**src/rtl/startup_pkg.sv**
```systemverilog
`default_nettype none

package startup_pkg;

    // ========================================================
    // Clock and timing
    // ========================================================
    localparam int CLK_PERIOD_PS    = 4000;
    localparam int POWER_UP_DELAY_TIMER_TIME_MS     = 96;
    localparam int POWER_UP_DELAY_TIMER_CYCLES      = (POWER_UP_DELAY_TIMER_TIME_MS * 1000000) / (CLK_PERIOD_PS / 1000);
    localparam int POWER_UP_DELAY_TIMER_CNT_W       = 25;
    localparam int OST_PERIODS      = 1024;
    localparam int OST_CNT_W        = 11;

    // ========================================================
    // Register indices; byte address is four times the index
    // ========================================================
    localparam logic [7:0] IDX_CPU_STATUS = 8'h06;
    localparam logic [7:0] IDX_DIRECTION  = 8'h07;
    localparam logic [7:0] IDX_SEQ_STATUS = 8'h08;
    localparam logic [7:0] IDX_WAKE_FLAGS = 8'h09;
    localparam int         ADDR_W         = 8;

    // ========================================================
    // Status register fields and reset value
    // ========================================================
    localparam int BIT_STACK_AVAILABLE_FLAG  = 5;
    localparam int BIT_GLOBAL_INTERRUPT_DISABLE = 4;
    localparam int BIT_TO     = 3;
    localparam int BIT_PD     = 2;
    localparam int BIT_POR    = 1;
    localparam int BIT_BOR    = 0;
    localparam logic [7:0] STATUS_RESET    = 8'h3D;
    localparam logic [7:0] STATUS_IMPL     = 8'h3F;
    localparam logic [7:0] DIRECTION_RESET = 8'hFF;
    localparam logic [7:0] WAKE_FLAGS_RST  = 8'h00;
    localparam logic [3:0] STACK_TOP       = 4'hF;

    // ========================================================
    // Oscillator modes and AXI responses
    // ========================================================
    localparam logic [1:0] OSC_MODE_LF = 2'h0;
    localparam logic [1:0] OSC_MODE_XT = 2'h1;
    localparam logic [1:0] OSC_MODE_EC = 2'h2;
    localparam logic [1:0] OSC_MODE_RC = 2'h3;
    localparam logic [1:0] RESP_OKAY   = 2'h0;
    localparam logic [1:0] RESP_SLVERR = 2'h2;

    typedef enum logic [1:0] {
        ST_RESET  = 2'b00,
        ST_RUN    = 2'b01,
        ST_SLEEP  = 2'b10,
        ST_WAKE   = 2'b11
    } seq_state_e;

endpackage : startup_pkg

`default_nettype wire

```
**src/rtl/reset_startup_status.sv**
```systemverilog
// Decided for this implementation: register access over AXI4-Lite.
`default_nettype none

module reset_startup_status #(
    parameter int POWER_UP_DELAY_TIMER_CYCLES = startup_pkg::POWER_UP_DELAY_TIMER_CYCLES
) (
    // Clock and reset
    input  wire logic        CLK_I,
    input  wire logic        RST_I,
    // Reset sources
    input  wire logic        POR_EVENT_I,
    input  wire logic        BROWNOUT_EVENT_I,
    input  wire logic        MASTER_CLEAR_EVENT_I,
    input  wire logic        WATCHDOG_TIMEOUT_I,
    input  wire logic        BROWN_OUT_ENABLE_FUSE_I,
    // Oscillator
    input  wire logic [1:0]  OSC_MODE_I,
    input  wire logic        OSC_PIN_PULSE_I,
    input  wire logic        OSC_AMPLITUDE_OK_I,
    // Core events
    input  wire logic        WATCHDOG_CLEAR_INSTR_I,
    input  wire logic        SLEEP_INSTR_I,
    input  wire logic [3:0]  STACK_PTR_I,
    input  wire logic        STACK_PUSH_I,
    input  wire logic [7:0]  INT_PENDING_I,
    input  wire logic [7:0]  INT_ENABLE_I,
    // AXI4-Lite write address
    input  wire logic [31:0] S_AXI_AWADDR,
    input  wire logic        S_AXI_AWVALID,
    output logic             S_AXI_AWREADY,
    // AXI4-Lite write data
    input  wire logic [31:0] S_AXI_WDATA,
    input  wire logic [3:0]  S_AXI_WSTRB,
    input  wire logic        S_AXI_WVALID,
    output logic             S_AXI_WREADY,
    // AXI4-Lite write response
    output logic [1:0]       S_AXI_BRESP,
    output logic             S_AXI_BVALID,
    input  wire logic        S_AXI_BREADY,
    // AXI4-Lite read address
    input  wire logic [31:0] S_AXI_ARADDR,
    input  wire logic        S_AXI_ARVALID,
    output logic             S_AXI_ARREADY,
    // AXI4-Lite read data
    output logic [31:0]      S_AXI_RDATA,
    output logic [1:0]       S_AXI_RRESP,
    output logic             S_AXI_RVALID,
    input  wire logic        S_AXI_RREADY,
    // Core control
    output logic             CORE_RESET_O,
    output logic             CORE_STALL_O,
    output logic             VECTOR_LOAD_O,
    output logic             INT_REQ_O,
    output logic [7:0]       DIRECTION_O
);
    import startup_pkg::*;

    // ========================================================
    // State
    // ========================================================
    seq_state_e  state_q;
    seq_state_e  state_d;
    logic [7:0]  status_q;
    logic [7:0]  status_d;
    logic [7:0]  dir_q;
    logic [7:0]  wake_flags_q;
    logic        power_up_delay_timer_done;
    logic        ost_done;
    logic        aw_have_q;
    logic        w_have_q;
    logic [31:0] aw_addr_q;
    logic [31:0] w_data_q;
    logic [3:0]  w_strb_q;

    // ========================================================
    // Reset sources and sequencing
    // ========================================================
    wire dev_reset_w = POR_EVENT_I | BROWNOUT_EVENT_I | MASTER_CLEAR_EVENT_I
                     | (WATCHDOG_TIMEOUT_I & (state_q != ST_SLEEP));
    wire int_hit_w   = |(INT_PENDING_I & INT_ENABLE_I);
    wire crystal_w   = (OSC_MODE_I == OSC_MODE_XT) || (OSC_MODE_I == OSC_MODE_LF);
    // Watchdog time-out in sleep only wakes the core
    wire wdt_wake_w  = WATCHDOG_TIMEOUT_I & (state_q == ST_SLEEP);
    wire wake_w      = (state_q == ST_SLEEP) & ~dev_reset_w & (int_hit_w | wdt_wake_w);
    wire ost_start_w = dev_reset_w | (wake_w & crystal_w);
    wire ost_inc_w   = OSC_PIN_PULSE_I & OSC_AMPLITUDE_OK_I;
    wire startup_ok_w = power_up_delay_timer_done & ost_done;

    // Power-up delay: started with every device reset
    startup_counter #(
        .W     (POWER_UP_DELAY_TIMER_CNT_W),
        .LIMIT (POWER_UP_DELAY_TIMER_CYCLES)
    ) u_power_up_delay_timer (
        .clk_i   (CLK_I),
        .rst_i   (RST_I),
        .start_i (dev_reset_w),
        .inc_i   (1'b1),
        .done_o  (power_up_delay_timer_done)
    );

    // Oscillator startup count, shared with the sleep wake path
    startup_counter #(
        .W     (OST_CNT_W),
        .LIMIT (OST_PERIODS)
    ) u_ost (
        .clk_i   (CLK_I),
        .rst_i   (RST_I),
        .start_i (ost_start_w),
        .inc_i   (ost_inc_w),
        .done_o  (ost_done)
    );

    always_comb begin
        state_d = state_q;
        case (state_q)
            ST_RESET: begin
                if (startup_ok_w) begin
                    state_d = ST_RUN;
                end
            end
            ST_RUN: begin
                if (SLEEP_INSTR_I) begin
                    state_d = ST_SLEEP;
                end
            end
            ST_SLEEP: begin
                if (wake_w) begin
                    state_d = crystal_w ? ST_WAKE : ST_RUN;
                end
            end
            ST_WAKE: begin
                if (ost_done && !ost_start_w) begin
                    state_d = ST_RUN;
                end
            end
            default: begin
                state_d = ST_RESET;
            end
        endcase
        if (dev_reset_w) begin
            state_d = ST_RESET;
        end
    end

    // ========================================================
    // Register bus decode
    // ========================================================
    wire [ADDR_W-1:0] wr_idx_w = aw_addr_q[ADDR_W+1:2];
    wire [ADDR_W-1:0] rd_idx_w = S_AXI_ARADDR[ADDR_W+1:2];
    wire wr_go_w      = aw_have_q & w_have_q & ~S_AXI_BVALID;
    wire wr_hit_w     = (aw_addr_q[31:ADDR_W+2] == '0);
    wire rd_hit_w     = (S_AXI_ARADDR[31:ADDR_W+2] == '0);
    wire wr_status_w  = wr_go_w & wr_hit_w & (wr_idx_w == IDX_CPU_STATUS) & w_strb_q[0];
    wire wr_dir_w     = wr_go_w & wr_hit_w & (wr_idx_w == IDX_DIRECTION) & w_strb_q[0];
    wire wr_flags_w   = wr_go_w & wr_hit_w & (wr_idx_w == IDX_WAKE_FLAGS) & w_strb_q[0];
    wire wr_mapped_w  = wr_hit_w & ((wr_idx_w == IDX_CPU_STATUS)
                      | (wr_idx_w == IDX_DIRECTION) | (wr_idx_w == IDX_SEQ_STATUS)
                      | (wr_idx_w == IDX_WAKE_FLAGS));
    wire rd_go_w      = S_AXI_ARVALID & S_AXI_ARREADY;
    wire [7:0] seq_w  = {4'h0, ost_done, power_up_delay_timer_done, state_q};
    wire [7:0] rd_byte_w =
          (rd_idx_w == IDX_CPU_STATUS) ? (status_q & STATUS_IMPL)
        : (rd_idx_w == IDX_DIRECTION)  ? dir_q
        : (rd_idx_w == IDX_SEQ_STATUS) ? seq_w
        : (rd_idx_w == IDX_WAKE_FLAGS) ? wake_flags_q
        : 8'h00;
    wire rd_mapped_w  = rd_hit_w & ((rd_idx_w == IDX_CPU_STATUS)
                      | (rd_idx_w == IDX_DIRECTION) | (rd_idx_w == IDX_SEQ_STATUS)
                      | (rd_idx_w == IDX_WAKE_FLAGS));

    // ========================================================
    // Status flags; hardware events win over software writes
    // ========================================================
    wire stack_full_w = (STACK_PTR_I == STACK_TOP)
                      | (STACK_PUSH_I & (STACK_PTR_I == STACK_TOP));
    wire [7:0] wdat_w = w_data_q[7:0];

    always_comb begin
        status_d = status_q;
        // Only interrupt disable, power-on and brown-out bits take writes
        if (wr_status_w) begin
            status_d[BIT_GLOBAL_INTERRUPT_DISABLE] = wdat_w[BIT_GLOBAL_INTERRUPT_DISABLE];
            status_d[BIT_POR]    = wdat_w[BIT_POR];
            status_d[BIT_BOR]    = wdat_w[BIT_BOR];
        end
        if (stack_full_w) begin
            status_d[BIT_STACK_AVAILABLE_FLAG] = 1'b0;
        end
        if (WATCHDOG_CLEAR_INSTR_I) begin
            status_d[BIT_TO] = 1'b1;
            status_d[BIT_PD] = 1'b1;
        end
        if (SLEEP_INSTR_I && state_q == ST_RUN) begin
            status_d[BIT_PD] = 1'b0;
        end
        if (WATCHDOG_TIMEOUT_I) begin
            status_d[BIT_TO] = 1'b0;
        end
        if (dev_reset_w) begin
            status_d[BIT_STACK_AVAILABLE_FLAG]  = 1'b1;
            status_d[BIT_GLOBAL_INTERRUPT_DISABLE] = 1'b1;
        end
        if (POR_EVENT_I) begin
            status_d[BIT_TO]  = 1'b1;
            status_d[BIT_PD]  = 1'b1;
            status_d[BIT_POR] = 1'b0;
        end
        if (BROWNOUT_EVENT_I && BROWN_OUT_ENABLE_FUSE_I) begin
            status_d[BIT_BOR] = 1'b0;
        end
        status_d = status_d & STATUS_IMPL;
    end

    always_ff @(posedge CLK_I) begin
        if (RST_I) begin
            state_q  <= ST_RESET;
            status_q <= STATUS_RESET;
        end else begin
            state_q  <= state_d;
            status_q <= status_d;
        end
    end

    // ========================================================
    // Direction and wake flag registers
    // ========================================================
    always_ff @(posedge CLK_I) begin
        if (RST_I || dev_reset_w) begin
            dir_q <= DIRECTION_RESET;
        end else if (wr_dir_w) begin
            dir_q <= wdat_w;
        end
    end

    // Only the flags that woke the core change on wake
    always_ff @(posedge CLK_I) begin
        if (RST_I || dev_reset_w) begin
            wake_flags_q <= WAKE_FLAGS_RST;
        end else begin
            wake_flags_q <= (wr_flags_w ? wdat_w : wake_flags_q)
                          | (wake_w ? (INT_PENDING_I & INT_ENABLE_I) : 8'h00);
        end
    end

    // ========================================================
    // Core control outputs
    // ========================================================
    always_ff @(posedge CLK_I) begin
        if (RST_I) begin
            CORE_RESET_O  <= 1'b1;
            CORE_STALL_O  <= 1'b0;
            VECTOR_LOAD_O <= 1'b0;
            INT_REQ_O     <= 1'b0;
            DIRECTION_O   <= DIRECTION_RESET;
        end else begin
            CORE_RESET_O  <= (state_d == ST_RESET);
            CORE_STALL_O  <= (state_d == ST_SLEEP) | (state_d == ST_WAKE);
            // Vector pulsed on the interrupt wake event when interrupt disable is clear, while a crystal wake still stalls the core
            VECTOR_LOAD_O <= wake_w & int_hit_w & ~status_q[BIT_GLOBAL_INTERRUPT_DISABLE];
            INT_REQ_O     <= ~status_d[BIT_GLOBAL_INTERRUPT_DISABLE] & int_hit_w
                           & (state_d == ST_RUN);
            DIRECTION_O   <= dir_q;
        end
    end

    // ========================================================
    // AXI4-Lite write channel
    // ========================================================
    always_ff @(posedge CLK_I) begin
        if (RST_I) begin
            aw_have_q     <= 1'b0;
            w_have_q      <= 1'b0;
            aw_addr_q     <= 32'h0000_0000;
            w_data_q      <= 32'h0000_0000;
            w_strb_q      <= 4'h0;
            S_AXI_AWREADY <= 1'b1;
            S_AXI_WREADY  <= 1'b1;
            S_AXI_BVALID  <= 1'b0;
            S_AXI_BRESP   <= RESP_OKAY;
        end else begin
            if (S_AXI_AWVALID && S_AXI_AWREADY) begin
                aw_have_q     <= 1'b1;
                aw_addr_q     <= S_AXI_AWADDR;
                S_AXI_AWREADY <= 1'b0;
            end
            if (S_AXI_WVALID && S_AXI_WREADY) begin
                w_have_q     <= 1'b1;
                w_data_q     <= S_AXI_WDATA;
                w_strb_q     <= S_AXI_WSTRB;
                S_AXI_WREADY <= 1'b0;
            end
            if (wr_go_w) begin
                aw_have_q    <= 1'b0;
                w_have_q     <= 1'b0;
                S_AXI_BVALID <= 1'b1;
                S_AXI_BRESP  <= wr_mapped_w ? RESP_OKAY : RESP_SLVERR;
            end
            if (S_AXI_BVALID && S_AXI_BREADY) begin
                S_AXI_BVALID  <= 1'b0;
                S_AXI_AWREADY <= 1'b1;
                S_AXI_WREADY  <= 1'b1;
            end
        end
    end

    // ========================================================
    // AXI4-Lite read channel
    // ========================================================
    always_ff @(posedge CLK_I) begin
        if (RST_I) begin
            S_AXI_ARREADY <= 1'b1;
            S_AXI_RVALID  <= 1'b0;
            S_AXI_RDATA   <= 32'h0000_0000;
            S_AXI_RRESP   <= RESP_OKAY;
        end else if (rd_go_w) begin
            S_AXI_ARREADY <= 1'b0;
            S_AXI_RVALID  <= 1'b1;
            S_AXI_RDATA   <= {24'h00_0000, rd_byte_w};
            S_AXI_RRESP   <= rd_mapped_w ? RESP_OKAY : RESP_SLVERR;
        end else if (S_AXI_RVALID && S_AXI_RREADY) begin
            S_AXI_ARREADY <= 1'b1;
            S_AXI_RVALID  <= 1'b0;
        end
    end

endmodule : reset_startup_status

`default_nettype wire

```
**src/rtl/startup_counter.sv**
```systemverilog
`default_nettype none

module startup_counter #(
    parameter int W     = 11,
    parameter int LIMIT = 1024
) (
    input  wire logic clk_i,
    input  wire logic rst_i,
    input  wire logic start_i,
    input  wire logic inc_i,
    output logic      done_o
);

    // ========================================================
    // Counter runs from reset and stops at its limit
    // ========================================================
    logic [W-1:0] cnt_q;
    wire          last_w = (cnt_q == W'(LIMIT - 1));

    always_ff @(posedge clk_i) begin
        if (rst_i || start_i) begin
            cnt_q  <= '0;
            done_o <= 1'b0;
        end else if (inc_i && !done_o) begin
            cnt_q  <= cnt_q + W'(1);
            done_o <= last_w;
        end
    end

endmodule : startup_counter

`default_nettype wire

```
**config.mk**
```make
export PLATFORM = sky130hd
export DESIGN_NAME = reset_startup_status
export DESIGN_NICKNAME = d
export VERILOG_FILES = /design/src/rtl/startup_pkg.sv /design/src/rtl/reset_startup_status.sv /design/src/rtl/startup_counter.sv
export SDC_FILE = /design/constraint.sdc
export NUM_CORES = 1
export LEC_CHECK = 0
export BUFFER_PORTS_ARGS = -buffer_cell sky130_fd_sc_hd__buf_4
export CAP_MARGIN = 20
export CORE_ASPECT_RATIO = 1.25
export CORE_MARGIN = 10
export CORE_UTILIZATION = 45
export DETAILED_ROUTE_END_ITERATION = 8
export PLACE_DENSITY = 0.79
export RECOVER_POWER = 25
export SKIP_CTS_REPAIR_TIMING = 1
export SLEW_MARGIN = 20
export SYNTH_ARGS = -nofsm -noshare
export SYNTH_HDL_FRONTEND = slang
export SYNTH_SLANG_ARGS = --single-unit
```
**constraint.sdc**
```tcl
create_clock -name CLK_I -period 2.44 [get_ports CLK_I]
set_input_delay 0.488 -clock CLK_I [delete_from_list [all_inputs] [get_ports CLK_I]]
set_output_delay 0.488 -clock CLK_I [all_outputs]
set_load 0.01 [all_outputs]
```
After elaboration in Yosys (flattened, before gate mapping)
Cells that the tools add are included.

storage, ports and cells
  bits in registers = 134
  input port bits = 139
  output and inout port bits = 53

cells by class
  add/sub/neg operators = 2
  equality and inequality tests = 19
  multiplexer cells = 27
  bitwise gates (word level) = 43
  reductions and logical operators = 27

operators by type and width
  cell                     count
  $mux W8                  6
  $logic_not A22 Y1        2
  $eq A8 B3 Y1 const B     4
  $eq A8 B4 Y1 const B     4
  $add A25 B1 Y25 const B  1
  $eq A25 B25 Y1 const B   1
  $and A1 B1 Y1            24
  $mux W2                  9
  $or A1 B1 Y1             13
  $add A11 B1 Y11 const B  1
  $eq A11 B10 Y1 const B   1
  $mux W1                  11
  $and A8 B8 Y8            1
  $eq A2 B2 Y1 const B     4
  $logic_and A1 B1 Y1      8
  $or A8 B8 Y8             1
  $pmux W2 S4              1
  $reduce_bool A2 Y1       4
  $reduce_or A2 Y1         4
  $reduce_or A8 Y1         1
  $eq A2 B1 Y1 const B     3
  $logic_not A2 Y1         3
  $eq A4 B4 Y1 const B     1
  $not A1 Y1               4
  other kinds (3)          6

Logic depth before layout (Yosys ltp)
Gate-level depths: netlist of run 1.

  depth in word-level cells = 15
  mapped depth = 7
  mapped depth without buffers = 6

By module
A second synthesis of run 1 with hierarchy kept.

second synthesis, totals
  cells, all modules = 683
  area, all modules = 5815.6 µm²

by module, submodules not included
  module                                    times used  cells an instance  area an instance (µm²)
  reset_startup_status                      1           478                3947.5
  startup_counter (u_power_up_delay_timer)  1           144                1292.5
  startup_counter (u_ost)                   1           61                 575.6

Worst setup path before layout of run 1
Ideal clock, no wire load.

  path type = register -> register
  from = reg S_AXI_BVALID
  to = reg status_q[0]
  setup time = 0.122 ns
  data arrival time = 1.784 ns
  slack = 0.534 ns
  stages on the path, launching flop included = 7
  path buffers = 2
  period minus slack after synthesis = 1.906 ns
  path through = dfxtp_1 and3b_1 clkbuf_1 nand3_1 or4b_1 buf_2 a311o_1

on the way
  word-level cells in the longest chain between the ends = 6

RTL lines
  element                              RTL line                     RTL
  from (decl)                          reset_startup_status.sv:38   output logic S_AXI_BVALID,
  from (signal assigned)               reset_startup_status.sv:278  S_AXI_BVALID <= 1'b0;
  from (signal assigned)               reset_startup_status.sv:295  S_AXI_BVALID <= 1'b1;
  from (signal assigned)               reset_startup_status.sv:299  S_AXI_BVALID <= 1'b0;
  $not A1 Y1                           reset_startup_status.sv:150  wire wr_go_w = aw_have_q & w_have_q & ~S_AXI_BVALID;
  $and A1 B1 Y1                        reset_startup_status.sv:150
  $and A1 B1 Y1 (3 in a row)           reset_startup_status.sv:153  wire wr_status_w = wr_go_w & wr_hit_w & (wr_idx_w == IDX_CPU_STATUS) & w_strb_q[0];
  $reduce_bool A2 Y1 (no source line)  --
  to (signal assigned)                 reset_startup_status.sv:220  status_q <= status_d;
  to (decl)                            reset_startup_status.sv:63   logic [7:0] status_q;

No other way between the ends.
A chain may end at the register's enable or synchronous reset.

Worst setup path after layout of run 1
  from = reg aw_addr_q[18]
  to = reg INT_REQ_O

on the way
  word-level cells in the longest chain between the ends = 9

RTL lines
  element                     RTL line                     RTL
  from (decl)                 reset_startup_status.sv:71   logic [31:0] aw_addr_q;
  from (signal assigned)      reset_startup_status.sv:273  aw_addr_q <= 32'h0000_0000;
  from (signal assigned)      reset_startup_status.sv:283  aw_addr_q <= S_AXI_AWADDR;
  $logic_not A22 Y1           reset_startup_status.sv:151  wire wr_hit_w = (aw_addr_q[31:ADDR_W+2] == '0);
  $and A1 B1 Y1 (3 in a row)  reset_startup_status.sv:153
  $mux W1                     reset_startup_status.sv:181  if (wr_status_w) begin
  $mux W1                     reset_startup_status.sv:199  if (dev_reset_w) begin
  $not A1 Y1                  reset_startup_status.sv:260  INT_REQ_O <= ~status_d[BIT_GLOBAL_INTERRUPT_DISABLE] & int_hit_w
  $and A1 B1 Y1               reset_startup_status.sv:260
  $and A1 B1 Y1               reset_startup_status.sv:261  & (state_d == ST_RUN);
  to (signal assigned)        reset_startup_status.sv:260
  to (decl)                   reset_startup_status.sv:53   output logic INT_REQ_O,

No other way between the ends.

==> impl_results.md, run 1 <==
* Ranking of synthesized cells by area: dfxtp_1, nand2_1, mux2i_1, a21oi_1, nor2_1
* Min Tclk post-route at 2210 ps
* Xor/xnor cell area share of the yosys netlist at 0.0458
* Area share of the largest cell type after synthesis at 0.469
* Synth Area in Compound Gates at 0.110
* CP Max Fanout at 4
* Fraction of layout instances using a drive strength above 1 at 0.217
* CTS tree: built
* Worst-margin pin slew at approximately 1300 ps
* Starting density of the core at 0.459
* Fin nets at 917
* Final Skew at roughly 7 ps
* Top_reg_cell synth: dfxtp_1
* Place WS at 210 ps
* Setup CP Type: flop to flop
* Static leakage at 2.77 nW
* Vias in the first global route at 4819
* Final antenna-violating net count at 0
* DPL Wire Length at 11100 um
* Number of synthesis warnings at 0
* Adder-Cell Fraction of Synth Area at 0.00451
* Area occupied by multi-input gates at 0.00271 sq mm
* Sequential Area at 0.00260 sq mm
* Fill count at about 1.1k
* Fmax at roughly 0.45 GHz
* Reg2reg path depth at 5
* Routed WL at 14800 um
* IO Port Bufs at 132
* Rows at 45
* Final hold vios at 0
* Vias at 4817
* Multiplexer area fraction after synthesis at 0.0505
* Arr. time, crit path at around 2600 ps
* Unrepaired setup endpoints after global routing: false
* Setup TNS Final at 0 ps
* Num CTS Buffers at 17
* Hold Crit Class: input port to flop
* CTS root buf: clkbuf_16
* Hold Crit Depth at 2
* Synth unique cells at 53
* Clock sink count at 130
* Antenna violations before repair at 0
* EDFF count, synth at 0
* Initial drt markers at 219
* Global route total overflow at 0
* Synth async-reset ratio at 0
* Core footprint at 0.0121 sq mm
* Final Core Density at 0.586
* Final worst slack at 226 ps
* Slew HR at 0.111
* I/O Pins at 192
* Cell Area, Synth at 0.00555 sq mm
* Maximum root-to-sink buffer count at 2
* Area grow syn2layout at 27.9%
* Sequential cell area fraction in the yosys report at 0.469
* Crit path capture type: flop
* H-tree Lvls at 4
* Critical Path RT at about 2800 ps
* Status: finished clean
* GRT Total Usage at 0.170
* Maxcap violations at 0
* Post-synthesis simple-gate area fraction at 0.261
* Die height at 144 um
* GP Congestion at 0.821
* First-pass GRT wire length at 23600 um
* DR WL/cell at 15.5 um
* Ant diodes at 0
* Main combinational cell family by area after synthesis: simple AND/OR/NAND/NOR gates
* VDD IR max at ~0.00052 V
* R2r setup slk at 230 ps
* Clock-pin transition on the worst setup and hold timing paths at 50 ps
* Die W at 119 um
* Sw Ratio at 0.225
* Int Power at roughly 3.9 mW
* Crit path launch type: flop
* Fin crit share at 0.908
* PwrDens at 700 mW/mm^2
* Worst skew pair latency at 420 ps
* Largest net degree at the start of global routing at between 60 and 70
* Slew Limit Fails at 0
* Sequential share of power at 0.447
* Setup violators final at 0
* NetSw at 1.12 mW
* Number of remaining DRC errors at 0
* Syn avg cell area at approximately 8.6 sq um
* Die area at 0.0172 sq mm
* Logic gate share of total power at 0.082
* Vias per cell at 5.07
* Synthesis-stage register bit count at 130
* DRT Pass-1 Iters at 5
* Clk pwr share at 0.471
* Total power at about 5 mW
* Largest area contributor in the netlist: dfxtp_1
* Post-Syn Instances at 646
[cell usage after synthesis (7+ instances only)]
library cell / number
nand4_1: 15
buf_4: 26
o21ai_0: 10
nor2_1: 64
mux2i_1: 28
nand2_1: 122
o22ai_1: 8
a21oi_1: 48
nand3_1: 11
or2_2: 9
nor3_1: 16
nor4_1: 12
xnor2_1: 16
and3_1: 7
inv_1: 8
xor2_1: 13
dfxtp_1: 130
clkbuf_1: 25
[cell type report]
| cell class | count | share of cell area |
|---|---|---|
| multi-input cells | 480 | 0.382 |
| flip-flops and latches | 130 | 0.367 |
| repair buffers | 139 | 0.140 |
| clock buffers | 26 | 0.0746 |
| well taps | 164 | 0.0289 |
| inverters | 8 | 0.00423 |
| clock inverters | 4 | 0.00317 |
[stage by stage]
| stage | instance area [sq um] | instances | hold WS [ps] |
|---|---|---|---|
| floorplan | 5640 | 671 | 420 |
| global placement | 6600 | 921 | 432 |
| detailed placement | 6600 | 921 | 441 |
| CTS | 7150 | 951 | 257 |
| global route | 7100 | 951 | 283 |
| finish | 7100 | 951 | 266 |
[registers in the layout (all words and copies together) (netlist names), 2 cells and up]
name                          count
u_power_up_delay_timer.cnt_q     25
aw_addr_q                        30
w_data_q                          8
dir_q                             8
S_AXI_RDATA                       8
state_q                           2
DIRECTION_O                       8
status_q                          6
u_ost.cnt_q                      11
wake_flags_q                      8
[routing by layer]
| metal | track usage | routed length (um) | vias to the layer above |
|---|---|---|---|
| met1 | 0.185 | 5810 | 2215 |
| met4 | 0.0700 | 280 | 0 |
| met5 | 0 | 0 | - |
| met2 | 0.293 | 7590 | 140 |
| li1 | - | - | 2445 |
| met3 | 0.0644 | 1100 | 17 |
[cell usage in the layout (no fill, tap or decap), types with 3 or more instances in the layout]
cell       Yosys  routed
or3_1          3       3
dfxtp_1      130     130
clkbuf_8       0       7
clkbuf_1      25      14
nand4_1       15      15
o22ai_1        8       8
o221ai_1       4       4
xor2_1        13      13
a22oi_1        6       6
nand2b_1       4       4
o21ai_1        6       6
or2_2          9       9
nand3_1       11      11
xnor2_1       16      16
nor4_4         3       3
mux2i_1       28      28
and3_1         7       7
nor4_2         3       3
a31oi_1        3       3
and3b_1        3       3
nand2_1      122     122
clkinv_2       0       3
nor3_1        16      16
nor2b_1        3       3
and4_1         4       4
a21oi_1       48      48
inv_1          8       8
nor4_1        12      12
o21ai_0       10      10
nor2_1        64      64
nand4b_1       3       3
conb_1         1      26
clkbuf_16      0      17
buf_4         26     125
[path summary, 6_finish.rpt]
kind                                     end          start
worst max-delay path               INT_REQ_O  aw_addr_q[18]
worst min-delay path            S_AXI_WREADY   S_AXI_WVALID
worst max register to register     INT_REQ_O  aw_addr_q[18]
worst min register to register   status_q[5]    status_q[5]
[power groups by stage]
| stage | registers, mW | clock network [mW] | logic (mW) |
|---|---|---|---|
| 2_1_floorplan | 2.27 | 0 | 0.226 |
| 3_5_place_dp | 2.27 | 0 | 0.409 |
| 5_1_grt | 2.23 | 2.46 | 0.453 |
| 6_report | 2.22 | 2.34 | 0.407 |
| 3_3_place_gp | 2.27 | 0 | 0.403 |
| 4_1_cts | 2.22 | 2.37 | 0.412 |
[worst max-delay path, cell delays in order, from the launching register on]
cell and delay, ps:
dfxtp_1 310, nor4_1 480, nand2_1 210, or4b_1 680, mux2i_1 280, and3_1 200
[logic make-up (layout without fill, tap and decap cells)]
logic type | Yosys count | count (layout)
other cells | 1 | 26
mux | 28 | 28
buf+inv | 61 | 177
xor+xnor | 29 | 29
fa+ha+maj | 2 | 2
simple gates | 293 | 293
flops | 130 | 130
compound gates | 102 | 102
Power figures use the tool's default switching activity.
==> run 2, diff against run 1 <==
==> constraint.sdc (replaced) <==
create_clock -name CLK_I -period 2.6 [get_ports CLK_I]
set_input_delay 0.13 -clock CLK_I [delete_from_list [all_inputs] [get_ports CLK_I]]
set_output_delay 0.13 -clock CLK_I [all_outputs]
set_load 0.01 [all_outputs]
==> impl_results.md, run 2 (same netlist as run 1, synthesis figures left out) <==
* Max reg flops at 30
* Rows at 45
* Unrepaired setup endpoints after global routing: false
* Setup violators final at 0
* Arr. time, crit path at 2580 ps
* Fill count at roughly 1.0k
* Largest register by flop count: aw_addr_q
* Hold Slack at -42.9 ps
* Final antenna-violating net count at 0
* Slew HR at 0.340
* Number of remaining DRC errors at 0
* Die W at 119 um
* Num CTS Buffers at 17
* Worst skew pair latency at roughly 420 ps
* Sequential Area at ~0.0026 sq mm
* Highest-count cells in the layout ignoring fill and taps: dfxtp_1, nand2_1, buf_4, nor2_1, a21oi_1
* Slowest stage cell, crit path: or4b_1
* Vias per cell at 5.08
* Clock sink count at 130
* CTS tree: built
* Setup CP Type: flop to flop
* Final hold vios at 5
* DPL Wire Length at 11100 um
* Core footprint at 0.0121 sq mm
* Min Tclk post-route at 2230 ps
* First-pass GRT wire length at 23900 um
* Vias at 5062
* Clock-pin transition on the worst setup and hold timing paths at 60 ps
* Fraction of layout instances using a drive strength above 1 at 0.191
* Slew Limit Fails at 0
* DR WL/cell at 15.8 um
* CTS root buf: clkbuf_16
* Global route total overflow at 0
* Final Core Density at 0.624
* GP Congestion at 0.799
* Commonest non-fill, non-tap cell in the layout: dfxtp_1
* Antenna violations before repair at 0
* Routed WL at 15700 um
* Largest net degree at the start of global routing at 68
* Vias in the first global route at approximately 5k
* Fmax at 0.449 GHz
* Maxcap violations at 0
* Crit path capture type: flop
* Area occupied by multi-input gates at between 0.002 and 0.003 sq mm
* IO Port Bufs at around 130
* Area grow syn2layout at 36.1%
* Total power at 5.05 mW
* H-tree Lvls at 4
* CP max stage delay at between 600 and 700 ps
* Biggest registers after layout: aw_addr_q x30, u_power_up_delay_timer.cnt_q x25, u_ost.cnt_q x11
* Fin nets at 960
* GRT Total Usage at 0.172
* Maximum root-to-sink buffer count at 2
* Die area at 0.0172 sq mm
* Status: finished with violations
* Final Skew at 17.4 ps
* PwrDens at 668 mW/mm^2
* Critical Path RT at 2950 ps
* VDD IR max at 0.000411 V
* Setup TNS Final at 0 ps
* Critical-path cell list: nor4_1, nand2_1, or4b_1, mux2i_1, and3_1
* CP Max Fanout at 4
* I/O Pins at between 150 and 200
* Starting density of the core at 0.459
* Worst-margin pin slew at slightly below 1000 ps
* Fin crit share at 0.856
* Initial drt markers at 210
* Ant diodes at 0
* Die height at between 100 and 150 um
* Hold Crit Class: input port to flop
* DRT Pass-1 Iters at 5
* Static leakage at 2.93 nW
* Crit path launch type: flop
* Failing checks: negative hold slack
==> run 2: layout make-up <==
cell class                 instances  share of cell area
multi-input combinational        480               0.359
clock inverter                     9              0.0202
inverter                           8             0.00397
tap                              164              0.0272
timing repair buffer             182               0.182
clock buffer                      23              0.0633
sequential                       130               0.344
==> run 2: power by group <==
group / leakage (nW) / internal, mW / switching [mW] / total [mW]
registers: 1.06 / 2.05 / 0.0383 / 2.09
clock network: 0.311 / 1.68 / 0.849 / 2.53
logic: 1.56 / 0.224 / 0.212 / 0.436
total: 2.93 / 3.95 / 1.10 / 5.05
==> run 2: per-layer routing <==
layer / vias to the layer above / global-route usage / part of all wire
met1: 2357 / 0.187 / 0.40
met4: 0 / 0.0649 / 0.019
met3: 25 / 0.0667 / 0.062
li1: 2544 / - / -
met2: 136 / 0.296 / 0.52
met5: - / 0 / 0
==> run 2: per-stage QoR <==
| step | hold slack, ps | std cells | setup slack, ps | instance area (sq um) |
|---|---|---|---|---|
| after floorplan | 209 | 671 | 694 | 5640 |
| after global placement | 331 | 922 | 416 | 6600 |
| after detailed placement | 344 | 922 | 398 | 6600 |
| after CTS | -99.6 | 954 | 356 | 7230 |
| after global routing | -3.10 | 996 | 172 | 7560 |
| final | -42.9 | 996 | 374 | 7560 |
==> run 2: worst max-delay path, delay by kind of cell, from the launching register on <==
kind | cells | cell delay, ps
AND/OR/NAND/NOR | 4 | 1570
flip-flops | 1 | 310
multiplexers | 1 | 280
==> run 2: final timing paths <==
check | startpoint | to | slack [ps] | cells after the start
worst max-delay path | aw_addr_q[18] | INT_REQ_O | 370 | 5
worst max register to register | aw_addr_q[18] | INT_REQ_O | 370 | 5
worst min register to register | status_q[5] | status_q[5] | 440 | 2
worst min-delay path | WATCHDOG_CLEAR_INSTR_I | status_q[2] | -40 | 3
==> run 3, diff against run 2 <==
--- a/config.mk
+++ b/config.mk
@@ -10,6 +10,7 @@
 export CORE_ASPECT_RATIO = 1.25
 export CORE_MARGIN = 10
 export CORE_UTILIZATION = 45
+export CTS_BUF_LIST = sky130_fd_sc_hd__clkbuf_2
 export DETAILED_ROUTE_END_ITERATION = 8
 export PLACE_DENSITY = 0.79
 export RECOVER_POWER = 25
==> impl_results.md, run 3 (same netlist as run 1, synthesis figures left out) <==
* Biggest registers after layout: aw_addr_q x30, u_power_up_delay_timer.cnt_q x25, u_ost.cnt_q x11
* Worst-margin pin slew at between 900 and 1000 ps
* IO Port Bufs at ~130
* Dpl cells at 922
* CP Max Fanout at 1
* Final Non-Filler Cells at 1043
* R2r startpoint: aw_addr_q[18]
* Arr. time, crit path at 3060 ps
* Total power at around 3.9 mW
* Setup CP Type: input port to flop
* First-pass GRT wire length at 23500 um
* I/O Pins at 192
* Setup violators final at 0
* Hold Path End: status_q[0]
* Highest-count cells in the layout ignoring fill and taps: dfxtp_1, buf_4, nand2_1, dlygate4sd3_1, nor2_1
* Rows at 45
* VDD IR max at 0.000326 V
* Commonest non-fill, non-tap cell in the layout: dfxtp_1
* DRT Pass-1 Iters at 5
* Vias at roughly 5.3k
* Slew HR at 0.351
* Hold Startpoint: BROWNOUT_EVENT_I
* RR Endpoint: INT_REQ_O
* Unrepaired setup endpoints after global routing: false
* Maximum root-to-sink buffer count at 2
* R2r setup slk at about 350 ps
* Final Skew at 38.4 ps
* Die area at 0.0172 sq mm
* DPL Wire Length at 11100 um
* Number of remaining DRC errors at 0
* Fin nets at between 1k and 1.5k
* Reg2reg path depth at 5
* DR WL/cell at 15.6 um
* Final hold vios at 0
* Clock sink count at 130
* Global route total overflow at 0
* Antenna violations before repair at 1
* Starting density of the core at 0.459
* H-tree Lvls at 4
* Fmax at 0.395 GHz
* Die height at approximately 140 um
* CTS root buf: clkbuf_2
* Maxcap violations at 0
* Hold Crit Depth at 5
* Die W at 119 um
* Fin crit share at 0.973
* Slew Limit Fails at 0
* Initial drt markers at 287
* Largest register by flop count: aw_addr_q
* Area grow syn2layout at 38.5%
* Max reg flops at 30
* Fill count at roughly 1k
* Final worst slack at 71.2 ps
* Crit path launch type: input port
* Hold Crit Class: input port to flop
* PwrDens at 511 mW/mm^2
* Clock-pin transition on the worst setup and hold timing paths at 170 ps
* Static leakage at 3.02 nW
* Largest net degree at the start of global routing at 68
* Status: finished clean
* Place WS at between 300 and 400 ps
* Final antenna-violating net count at 0
* CTS tree: built
* Sequential Area at roughly 0.0026 sq mm
* GRT Total Usage at 0.167
* Core footprint at 0.0121 sq mm
* Critical Path RT at between 3000 and 4000 ps
* Vias per cell at 5.06
* Worst skew pair latency at 670 ps
* Setup TNS Final at 0 ps
* Routed WL at 16300 um
* Hold Slack at roughly 2.7 ps
* Min Tclk post-route at around 2500 ps
* GP Congestion at 0.799
* Fraction of layout instances using a drive strength above 1 at 0.192
* Crit path capture type: flop
* Area occupied by multi-input gates at 0.00271 sq mm
* Num CTS Buffers at 17
* Vias in the first global route at 4971
==> run 3: final cells by class <==
class | count | share of cell area
clock buffers | 20 | 0.0130
repair buffers | 228 | 0.243
diodes | 1 | 0.000325
well taps | 164 | 0.0267
inverters | 8 | 0.00390
clock inverters | 12 | 0.0213
flip-flops and latches | 130 | 0.338
multi-input cells | 480 | 0.353
==> run 3: worst max-delay path, cell delays in order <==
cell and delay (ps):
dlygate4sd3_1 540, buf_4 130, nor4_1 160, dlygate4sd3_1 600, nand4_1 80, dlygate4sd3_1 580
a211oi_1 200, dlygate4sd3_1 580, nor3_1 50
==> run 3: worst max path at each step <==
stage	start	end	slack [ps]	cells past startpoint
after floorplan	S_AXI_BVALID	status_q[0]	690	6
after global placement	aw_addr_q[18]	INT_REQ_O	420	5
after detailed placement	aw_addr_q[18]	INT_REQ_O	400	5
after CTS	aw_addr_q[18]	INT_REQ_O	330	5
after global routing	S_AXI_ARADDR[31]	S_AXI_RRESP[1]	20	9
final	S_AXI_ARADDR[31]	S_AXI_RRESP[1]	70	9
==> run 3: routing by layer <==
layer,global-route usage,up-vias,wire length [um]
li1,-,2627,-
met1,0.183,2474,6460
met2,0.294,149,8570
met3,0.0550,26,979
met4,0.0668,0,310
met5,0,-,0
==> run 3: where the power goes <==
group	total (mW)	switching, mW	leakage [nW]	internal [mW]
combinational	0.493	0.224	1.79	0.269
sequential	2.09	0.0386	1.06	2.05
clock	1.35	0.714	0.164	0.633
==> run 3: stage by stage <==
stage               utilization  instance area [sq um]
floorplan                     -                   5640
global placement          0.545                   6600
detailed placement        0.545                   6600
CTS                       0.567                   6870
global route              0.635                   7690
finish                    0.635                   7690
